===== config.mk =====
export PLATFORM = sky130hd
export DESIGN_NAME = ccs_cache_control
export DESIGN_NICKNAME = d
export VERILOG_FILES = /design/src/ccs_way_state.v /design/src/ccs_store_buffer.v /design/src/ccs_cache_control.v
export VERILOG_INCLUDE_DIRS = /design/src
export SDC_FILE = /design/constraint.sdc
export NUM_CORES = 2
export LEC_CHECK = 0
export BUFFER_PORTS_ARGS = -buffer_cell sky130_fd_sc_hd__buf_2
export CAP_MARGIN = 20
export CORE_AREA = 2 2 430 432
export CTS_CLUSTER_SIZE = 25
export DETAILED_ROUTE_END_ITERATION = 16
export DIE_AREA = 0 0 432 434
export PLACE_DENSITY = 0.51
export SLEW_MARGIN = 20
export SYNTH_ARGS = -nofsm -noshare
export SYNTH_HDL_FRONTEND = slang
export SYNTH_SLANG_ARGS = --single-unit

===== constraint.sdc =====
create_clock -name clk -period 10.9 [get_ports clk]
set_input_delay 1.635 -clock clk [delete_from_list [all_inputs] [get_ports clk]]
set_output_delay 1.635 -clock clk [all_outputs]
set_load 0.05 [all_outputs]

===== src/ccs_defines.vh =====
/*
 Constants for the cache control and start-up block: control register field
 positions, reset value and cache geometry. Included by every design file.
*/
`ifndef CCS_DEFINES_VH
`define CCS_DEFINES_VH
`define CCS_CTRL_RESET 32'h0000_0000
`define CCS_BIT_DATA_CACHE_ENABLE 31
`define CCS_BIT_DEFAULT_WRITE_PROTECT 30
`define CCS_BIT_STORE_BUFFER_ENABLE 29
`define CCS_BIT_PUSH_INVALIDATE_DISABLE 28
`define CCS_BIT_DATA_INVALIDATE_ALL 24
`define CCS_BIT_INSTR_INVALIDATE_ALL 8
`define CCS_LINE_BYTES 16
`define CCS_SETS 256
`define CCS_SET_BITS 8
`define CCS_SB_DEPTH 4
`endif


===== src/ccs_way_state.v =====
/*
 Per-set line state for a two-way cache: valid and modified bits per way.
 Assumes the parent sequences invalidate-all, allocation and push operations.
*/
`timescale 1ns/1ps
`include "ccs_defines.vh"
module ccs_way_state #(
    parameter SETS = `CCS_SETS,
    parameter SET_BITS = `CCS_SET_BITS
) (
    // Clock.
    input wire clk,
    // Operations.
    input wire inval_all,
    input wire alloc,
    input wire [SET_BITS-1:0] alloc_set,
    input wire alloc_dirty,
    input wire push,
    input wire [SET_BITS-1:0] push_set,
    input wire push_way,
    input wire push_invalidate,
    // Lookup of the allocation set.
    output wire [1:0] set_valid,
    output wire [1:0] set_modified,
    output wire alloc_way
);
    // No reset: state bits power up in whatever value the cells take and a
    // reset leaves them alone; an invalidate-all clears them, a line push clears its modified bit
    // and, with push_invalidate set, its valid bit, and a clean allocation clears a modified bit.
    reg [1:0] valid_reg [0:SETS-1];
    reg [1:0] modified_reg [0:SETS-1];
    integer i;

    assign set_valid = valid_reg[alloc_set];
    assign set_modified = modified_reg[alloc_set];
    assign alloc_way = set_valid[0] ? 1'b1 : 1'b0; // [RL4] [RL5]

    always @(posedge clk) begin // [RL1] [RL2] [RL8]
        if (inval_all) begin
            for (i = 0; i < SETS; i = i + 1) begin
                valid_reg[i] <= 2'b00;
                modified_reg[i] <= 2'b00;
            end
        end else begin
            if (alloc) begin
                valid_reg[alloc_set][alloc_way] <= 1'b1;
                modified_reg[alloc_set][alloc_way] <= alloc_dirty;
            end
            if (push) begin
                modified_reg[push_set][push_way] <= 1'b0;
                if (push_invalidate) begin
                    valid_reg[push_set][push_way] <= 1'b0; // [RL15]
                end
            end
        end
    end
endmodule // ccs_way_state


===== src/ccs_store_buffer.v =====
/*
 Four-entry FIFO store buffer for deferred writes. Assumes the parent only
 pushes when not full and holds pop until bus completion.
*/
`timescale 1ns/1ps
`include "ccs_defines.vh"
module ccs_store_buffer #(
    parameter DEPTH = `CCS_SB_DEPTH,
    parameter WIDTH = 64
) (
    // Clock and reset.
    input wire clk,
    input wire arst_n,
    // Fill side.
    input wire in_valid,
    output wire in_ready,
    input wire [WIDTH-1:0] in_data,
    // Drain side.
    output wire out_valid,
    input wire out_ready,
    output wire [WIDTH-1:0] out_data
);
    reg [WIDTH-1:0] mem [0:DEPTH-1];
    reg [2:0] count_reg;
    reg [1:0] rd_reg;
    reg [1:0] wr_reg;
    wire do_push;
    wire do_pop;

    assign in_ready = (count_reg != DEPTH[2:0]);
    assign out_valid = (count_reg != 3'h0);
    assign out_data = mem[rd_reg];
    assign do_push = in_valid && in_ready;
    assign do_pop = out_valid && out_ready;

    always @(posedge clk) begin
        if (do_push) begin
            mem[wr_reg] <= in_data;
        end
    end

    always @(posedge clk or negedge arst_n) begin
        if (!arst_n) begin
            count_reg <= 3'h0;
            rd_reg <= 2'h0;
            wr_reg <= 2'h0;
        end else begin
            if (do_push) begin
                wr_reg <= wr_reg + 2'h1;
            end
            if (do_pop) begin
                rd_reg <= rd_reg + 2'h1;
            end
            if (do_push && !do_pop) begin
                count_reg <= count_reg + 3'h1;
            end else if (do_pop && !do_push) begin
                count_reg <= count_reg - 3'h1;
            end
        end
    end
endmodule // ccs_store_buffer


===== src/ccs_cache_control.v =====
/*
 Cache control register and the cache behaviour it steers: data cache
 enable, default write protect, store buffer routing, line push and fill
 way choice. Assumes requests from the core are synchronous to clk and held
 until accepted, and that the bus side holds bus_ready semantics per cycle.
*/
`timescale 1ns/1ps
`include "ccs_defines.vh"
// Notes on behaviour
// RL1: After power-up line valid and modified bits are undefined and may read set.
// RL2: Power-up and reset never invalidate lines; only an explicit invalidate does.
// RL3: Software should invalidate both caches before enabling either.
// RL4: After a full invalidate new lines fill way 0 of the set first.
// RL5: If way 0 holds a line, the new line goes into way 1.
// RL6: Core control-move writes the register; debug unit reads and writes it.
// RL7: Hardware reset clears the whole control register, disabling the caches.
// RL8: Hardware reset leaves tags, line state and data untouched.
// RL9: Bit 31 enables the data cache; cleared, no lookups or fills, state kept.
// RL10: Bit 30 write-protects unmatched accesses; such writes raise an access error.
// RL11: Bit 29 enables a four-entry FIFO store buffer for deferrable writes.
// RL12: Store buffer off: those writes go straight to the bus.
// RL13: Store buffer enable overrides mode bits; imprecise only when buffer off. Here writes are buffered only with bit 29 set.
// RL14: Precise cache-inhibited accesses always bypass the store buffer.
// RL15: Bit 28 clear: line push writes back if modified, then invalidates.
// RL16: Bit 28 set: line push writes back if modified, leaves line valid.
// RL17: Lines are 16 bytes; 4 Kbytes is 256 lines.
// RL18: Other register bits are stored and read back without further effect. Here bit 24 also starts a data invalidate-all when written set.
module ccs_cache_control #(
    parameter SET_BITS = `CCS_SET_BITS,
    parameter SETS = `CCS_SETS
) (
    // Clock and reset.
    input wire clk,
    input wire arst_n,
    // Core control-register move.
    input wire core_ctrl_write,
    input wire [31:0] core_ctrl_wdata,
    // Debug unit access.
    input wire dbg_ctrl_write,
    input wire [31:0] dbg_ctrl_wdata,
    output reg [31:0] dbg_ctrl_rdata,
    // Control field view.
    output wire data_cache_enable,
    output wire data_default_write_protect,
    output wire data_store_buffer_enable,
    output wire line_push_invalidate_disable,
    // Data access request from the core.
    input wire acc_valid,
    output wire acc_ready,
    input wire acc_write,
    input wire [31:0] acc_addr,
    input wire [31:0] acc_wdata,
    input wire acc_region_match,
    input wire acc_region_wp,
    input wire acc_cacheable,
    input wire acc_write_through,
    input wire acc_imprecise,
    input wire acc_miss,
    // Access result.
    output reg acc_error,
    output reg acc_filled,
    output reg acc_fill_way,
    output reg acc_buffered,
    // Line push request.
    input wire push_valid,
    input wire [SET_BITS-1:0] push_set,
    input wire push_way,
    output reg push_writeback,
    output reg push_done,
    // Bus write, direct or drained from the store buffer.
    output wire bus_wvalid,
    input wire bus_wready,
    output wire [31:0] bus_waddr,
    output wire [31:0] bus_wdata
);
    localparam ST_IDLE = 1'b0;
    localparam ST_DIRECT = 1'b1;

    reg [31:0] ctrl_reg;
    reg [31:0] ctrl_next;
    reg state_reg;
    reg [31:0] dir_addr_reg;
    reg [31:0] dir_data_reg;
    wire inval_all;
    wire is_write;
    wire protect_fault;
    wire defer_write;
    wire direct_write;
    wire sb_in_ready;
    wire sb_out_valid;
    wire [63:0] sb_out_data;
    wire alloc;
    wire alloc_way;
    wire [1:0] set_valid;
    wire [1:0] set_modified;
    wire [1:0] push_state_mod;
    wire accept;
    wire [SET_BITS-1:0] acc_set;
    reg route_bus;
    reg route_defer;

    assign data_cache_enable = ctrl_reg[`CCS_BIT_DATA_CACHE_ENABLE]; // [RL9]
    assign data_default_write_protect = ctrl_reg[`CCS_BIT_DEFAULT_WRITE_PROTECT];
    assign data_store_buffer_enable = ctrl_reg[`CCS_BIT_STORE_BUFFER_ENABLE];
    assign line_push_invalidate_disable = ctrl_reg[`CCS_BIT_PUSH_INVALIDATE_DISABLE];

    // Debug write wins over a core write landing in the same cycle.
    always @* begin
        ctrl_next = ctrl_reg;
        if (core_ctrl_write) begin
            ctrl_next = core_ctrl_wdata; // [RL6] [RL18]
        end
        if (dbg_ctrl_write) begin
            ctrl_next = dbg_ctrl_wdata; // [RL6]
        end
    end

    // The data invalidate-all bit (24) acts as a one-shot command on the write that sets it.
    assign inval_all = (core_ctrl_write && core_ctrl_wdata[`CCS_BIT_DATA_INVALIDATE_ALL]) ||
                       (dbg_ctrl_write && dbg_ctrl_wdata[`CCS_BIT_DATA_INVALIDATE_ALL]);

    always @(posedge clk or negedge arst_n) begin
        if (!arst_n) begin
            ctrl_reg <= `CCS_CTRL_RESET; // [RL7]
            dbg_ctrl_rdata <= `CCS_CTRL_RESET;
        end else begin
            ctrl_reg <= ctrl_next;
            dbg_ctrl_rdata <= ctrl_next; // [RL6]
        end
    end

    // Line index from address: 16-byte lines, 256 sets per way.
    assign acc_set = acc_addr[SET_BITS+3:4]; // [RL17]
    assign is_write = acc_valid && acc_write;
    assign protect_fault = is_write && !acc_region_match && data_default_write_protect; // [RL10]

    // Route table over cacheable, write-through and imprecise: which writes need a
    // bus cycle at all, and which of those the store buffer may defer.
    always @* begin
        route_bus = 1'b1;
        route_defer = 1'b1;
        case ({acc_cacheable, acc_write_through, acc_imprecise})
            3'b000: begin
                route_bus = 1'b1;
                route_defer = 1'b0; // [RL14]
            end
            3'b001: begin
                route_bus = 1'b1;
                route_defer = 1'b1; // [RL11] [RL13]
            end
            3'b010: begin
                route_bus = 1'b1;
                route_defer = 1'b0; // [RL14]
            end
            3'b011: begin
                route_bus = 1'b1;
                route_defer = 1'b1; // [RL11] [RL13]
            end
            3'b100: begin
                route_bus = 1'b0;
                route_defer = 1'b0;
            end
            3'b101: begin
                route_bus = 1'b1;
                route_defer = 1'b1; // [RL11] [RL13]
            end
            3'b110: begin
                route_bus = 1'b1;
                route_defer = 1'b1; // [RL11]
            end
            3'b111: begin
                route_bus = 1'b1;
                route_defer = 1'b1; // [RL11]
            end
            default: begin
                route_bus = 1'b1;
                route_defer = 1'b0;
            end
        endcase
    end

    assign defer_write = is_write && !protect_fault && data_store_buffer_enable && route_defer;
    assign direct_write = is_write && !protect_fault && !defer_write && route_bus; // [RL12]

    assign accept = acc_valid && acc_ready;
    // A direct write waits for the buffer to drain so it is neither lost nor ahead of
    // older writes; no access is taken during a push, which borrows the state index.
    assign acc_ready = (state_reg == ST_IDLE) && (!defer_write || sb_in_ready) &&
                       !(direct_write && sb_out_valid) && !push_valid; // [RL12]
    assign alloc = accept && !protect_fault && data_cache_enable && acc_cacheable &&
                   acc_miss && !inval_all; // [RL9]

    always @(posedge clk or negedge arst_n) begin
        if (!arst_n) begin
            acc_error <= 1'b0;
            acc_filled <= 1'b0;
            acc_fill_way <= 1'b0;
            acc_buffered <= 1'b0;
        end else begin
            acc_error <= accept && protect_fault; // [RL10]
            acc_filled <= alloc;
            acc_fill_way <= alloc ? alloc_way : acc_fill_way; // [RL4] [RL5]
            acc_buffered <= accept && defer_write;
        end
    end

    // Direct writes hold the bus path until the bus accepts; buffered ones drain
    // only while no direct write is pending, so program order stays intact.
    always @(posedge clk or negedge arst_n) begin
        if (!arst_n) begin
            state_reg <= ST_IDLE;
            dir_addr_reg <= 32'h0000_0000;
            dir_data_reg <= 32'h0000_0000;
        end else begin
            case (state_reg)
                ST_IDLE: begin
                    if (accept && direct_write && !sb_out_valid) begin
                        state_reg <= ST_DIRECT; // [RL12]
                        dir_addr_reg <= acc_addr;
                        dir_data_reg <= acc_wdata;
                    end
                end
                ST_DIRECT: begin
                    if (bus_wready) begin
                        state_reg <= ST_IDLE;
                    end
                end
                default: state_reg <= ST_IDLE;
            endcase
        end
    end

    assign bus_wvalid = (state_reg == ST_DIRECT) || sb_out_valid;
    assign bus_waddr = (state_reg == ST_DIRECT) ? dir_addr_reg : sb_out_data[63:32];
    assign bus_wdata = (state_reg == ST_DIRECT) ? dir_data_reg : sb_out_data[31:0];

    ccs_store_buffer #(
        .DEPTH(`CCS_SB_DEPTH),
        .WIDTH(64)
    ) u_store_buffer (
        .clk(clk),
        .arst_n(arst_n),
        .in_valid(accept && defer_write), // [RL11]
        .in_ready(sb_in_ready),
        .in_data({acc_addr, acc_wdata}),
        .out_valid(sb_out_valid),
        .out_ready(bus_wready && (state_reg == ST_IDLE)),
        .out_data(sb_out_data)
    );

    // Line push: write back when modified, invalidate unless bit 28 is set.
    assign push_state_mod = set_modified;

    always @(posedge clk or negedge arst_n) begin
        if (!arst_n) begin
            push_writeback <= 1'b0;
            push_done <= 1'b0;
        end else begin
            push_writeback <= push_valid && push_state_mod[push_way];
            push_done <= push_valid;
        end
    end

    ccs_way_state #(
        .SETS(SETS),
        .SET_BITS(SET_BITS)
    ) u_way_state (
        .clk(clk),
        .inval_all(inval_all), // [RL2]
        .alloc(alloc),
        .alloc_set(push_valid ? push_set : acc_set),
        .alloc_dirty(acc_write && !acc_write_through),
        .push(push_valid),
        .push_set(push_set),
        .push_way(push_way),
        .push_invalidate(!line_push_invalidate_disable), // [RL15] [RL16]
        .set_valid(set_valid),
        .set_modified(set_modified),
        .alloc_way(alloc_way)
    );
endmodule // ccs_cache_control


==> impl_metrics.tcl <==
set metrics [dict create \
    outcome "finished clean" \
    drive_gt1_share_pct 17.6 \
    crit_fanout 108 \
    cap_violations 0 \
    rsz0062_at_grt "false" \
    synth-seq-area-share_pct 61.4 \
    pre_cts_slack_ps 3190 \
    slew_headroom_pct 10.7 \
    p_switching_mw 3.53 \
    r2r_slack_ps 6200 \
    cts_resized 0 \
    end_kind "flop" \
    grt_max_degree 236 \
    p_seq_share_pct 44.8 \
    worstPathArrival_ps 7590 \
    powerDensity_mw_per_mm2 189 \
    post_cts_buffers 0 \
    p_sw_share_pct 29.9 \
    pin_count 259 \
    clock_latency_ps 800 \
    root_buffer "clkbuf_16" \
    cts_tree "yes" \
    synthArstFlopShare_pct 9.70 \
    wl_um 174000 \
    r2r_start "u_way_state.valid_reg[183][0]" \
    drtIter0Drc 4623 \
    rows 157 \
    start_kind "input pin" \
    synth_fp_nets 4940 \
    synth_seq_cells 1134 \
    dpl.hpwl_um 98900 \
    ys_warn_count 0 \
    yosys.cell_types.count 56 \
    reg2reg_depth 11 \
    min_period_ps 7080 \
    viasPerCell 5.53 \
    multiInputGateArea_mm2 0.0192 \
    power_frac_comb_pct 18.5 \
    finalWeightedCongestion 0.810 \
    setup_viol 0 \
    min_from "u_store_buffer.count_reg[2]" \
    synth_edf_count 1024 \
    core_mm2 0.182 \
    grt_use_total_pct 18.1 \
    clock_skew_ps 63.9 \
    dr.pass1.iters 6 \
    slew_viol_final 0 \
    drc 0 \
    finalCoreUtilization_pct 34.1 \
    ant_nets 0 \
    worst_slack_ps 3820 \
    peakVddDrop_v 0.000175 \
    synthToLayoutAreaGrowth_pct 14.1 \
    power_mw 11.8 \
    max_freq_mhz 141 \
    hold_class "reg -> reg" \
    crit_path_start "push_valid" \
    synthCells 4783 \
    critical_path_class "in -> reg" \
    h-tree-depth 4 \
    grt_pass1_vias 39000 \
    leakage_nw 20.2 \
    tightest_slew_ps 1340 \
    power_frac_clock_pct 36.8 \
    largest_reg_flops 512 \
    initial_utilization_pct 29.9 \
    final_nets 4943 \
    portBuffers 257 \
    die_y_um 434 \
    fp.dieW_um 432 \
    regArea_mm2 0.0335 \
    wl_per_cell_um 23.9 \
    syn_avg_cell_area_um2 11.4 \
    synthesis.area_mm2 0.0545 \
    timing.rr.end "u_way_state.modified_reg[49][1]" \
    internal-power_mw 8.25 \
    worstPathRequired_ps 11410 \
    clk_pin_slew_ps 60 \
    worstSetupEndpoint "u_way_state.modified_reg[49][1]" \
    whs_ps 476 \
    numCtsBuffers 131 \
    cts_buffer_depth 3 \
    setup_tns_ps 0 \
    post-route-period-util_pct 65.0 \
    grt-ovfl-total 0 \
    hold_buffers 0 \
    clock-sinks 1134 \
    grt_pass1_wl_um 257000 \
    ys.flop_type "edfxtp_1" \
    die-area_mm2 0.187 \
    antenna_found_initial 10 \
    vias 40200 \
    hold_viol_final 0 \
    nFillCells 18100 \
]
[Yosys cell counts (all sizes together) (61+ instances only)]
master	number	area (µm²)
mux2	68	766
nor4	89	572
nand2	750	2820
nor2	599	2250
o21ai	551	2760
clkbuf	391	1470
edfxtp	1024	30700
mux2i	61	611
a22oi	68	510
nor3	145	726
o22ai	88	551
buf	109	516
a21oi	303	1520
mux4	192	4320
dfrtp	110	2750
[metal layers]
layer | wire, µm | part of all wire [%] | vias up | track usage [%]
met2 | 81500 | 47 | 1713 | 29.3
met5 | 62 | 0.036 | - | 0
met1 | 72900 | 42 | 20500 | 24.3
li1 | - | - | 17700 | -
met3 | 14200 | 8.2 | 316 | 3.47
met4 | 5430 | 3.1 | 8 | 6.39
[worst min-delay path by stage]
stage / end / slack, ps / cells after the start
floorplan: u_store_buffer.count_reg[2] / 440 / 1
global placement: dir_addr_reg[11] / 470 / 2
detailed placement: u_store_buffer.count_reg[2] / 470 / 1
CTS: u_store_buffer.count_reg[2] / 480 / 1
global route: u_store_buffer.count_reg[2] / 500 / 1
finish: u_store_buffer.count_reg[2] / 480 / 1
[critical path: stages]
cell and delay (ps):
buf_2 270, buf_4 370, or3b_1 720, buf_4 440, nand2_1 380, buf_4 400, a22oi_1 190, a21oi_1 90
o31ai_1 510, a41oi_1 290, nor4_4 320, buf_4 360, nand3b_1 800, buf_12 460, nor2_1 90
[stage by stage]
stage | instance area (µm²) | std cells
after global routing | 62300 | 7278
after global placement | 58000 | 7035
after detailed placement | 58000 | 7036
after floorplan | 54500 | 4783
after CTS | 62200 | 7275
final | 62300 | 7278
[cell type report]
| cell class | instances | area share, % |
|---|---|---|
| antenna | 1 | 0.00402 |
| clock buffer | 177 | 5.79 |
| clock inverter | 62 | 0.910 |
| inverter | 15 | 0.0925 |
| multi-input combinational | 3134 | 30.9 |
| sequential | 1134 | 53.8 |
| tap | 2385 | 4.79 |
| timing repair buffer | 370 | 3.68 |
[logic make-up (layout without fill, tap and decap cells)]
group                    count (synthesis)  count (layout)  share of synthesized area, %
AND/OR/NAND/NOR                       1662            1662                          12.5
AO/OA/AOI/OAI                         1139            1139                          11.7
flip-flops                            1134            1134                          61.4
buffers and inverters                  515             624                          3.74
multiplexers                           321             321                          10.5
adder cells (fa/ha/maj)                  6               6                         0.151
XOR/XNOR                                 6               6                        0.0964
other                                    0               1                             0
[cells in the final DEF, fill, tap and decap left out, types with 10 or more instances in the layout]
cell       count
mux4_2       192
nor2_1       574
nand2_1      749
mux2i_1       57
dfrtp_1      107
edfxtp_1    1024
buf_4        101
clkbuf_1      34
a21oi_1      300
inv_1         10
nor3_1       145
buf_2        257
a22oi_1       67
nand3_1       47
mux2_2        67
clkbuf_16    134
o21ai_1       13
nor2_2        25
nor4_1        88
a2111oi_0     32
clkinv_2      20
clkinv_1      30
a21boi_0      32
o22ai_1       87
o31ai_1       16
o21ai_0      538
a31oi_1       18
[power groups by stage]
stage | registers (mW) | logic (mW) | clock network (mW)
floorplan | 5.27 | 1.61 | 0
global placement | 5.36 | 2.16 | 0
detailed placement | 5.37 | 2.18 | 0
CTS | 5.29 | 2.18 | 4.42
global route | 5.32 | 2.32 | 4.58
finish | 5.28 | 2.18 | 4.33
(Power assumes the default switching activity.)
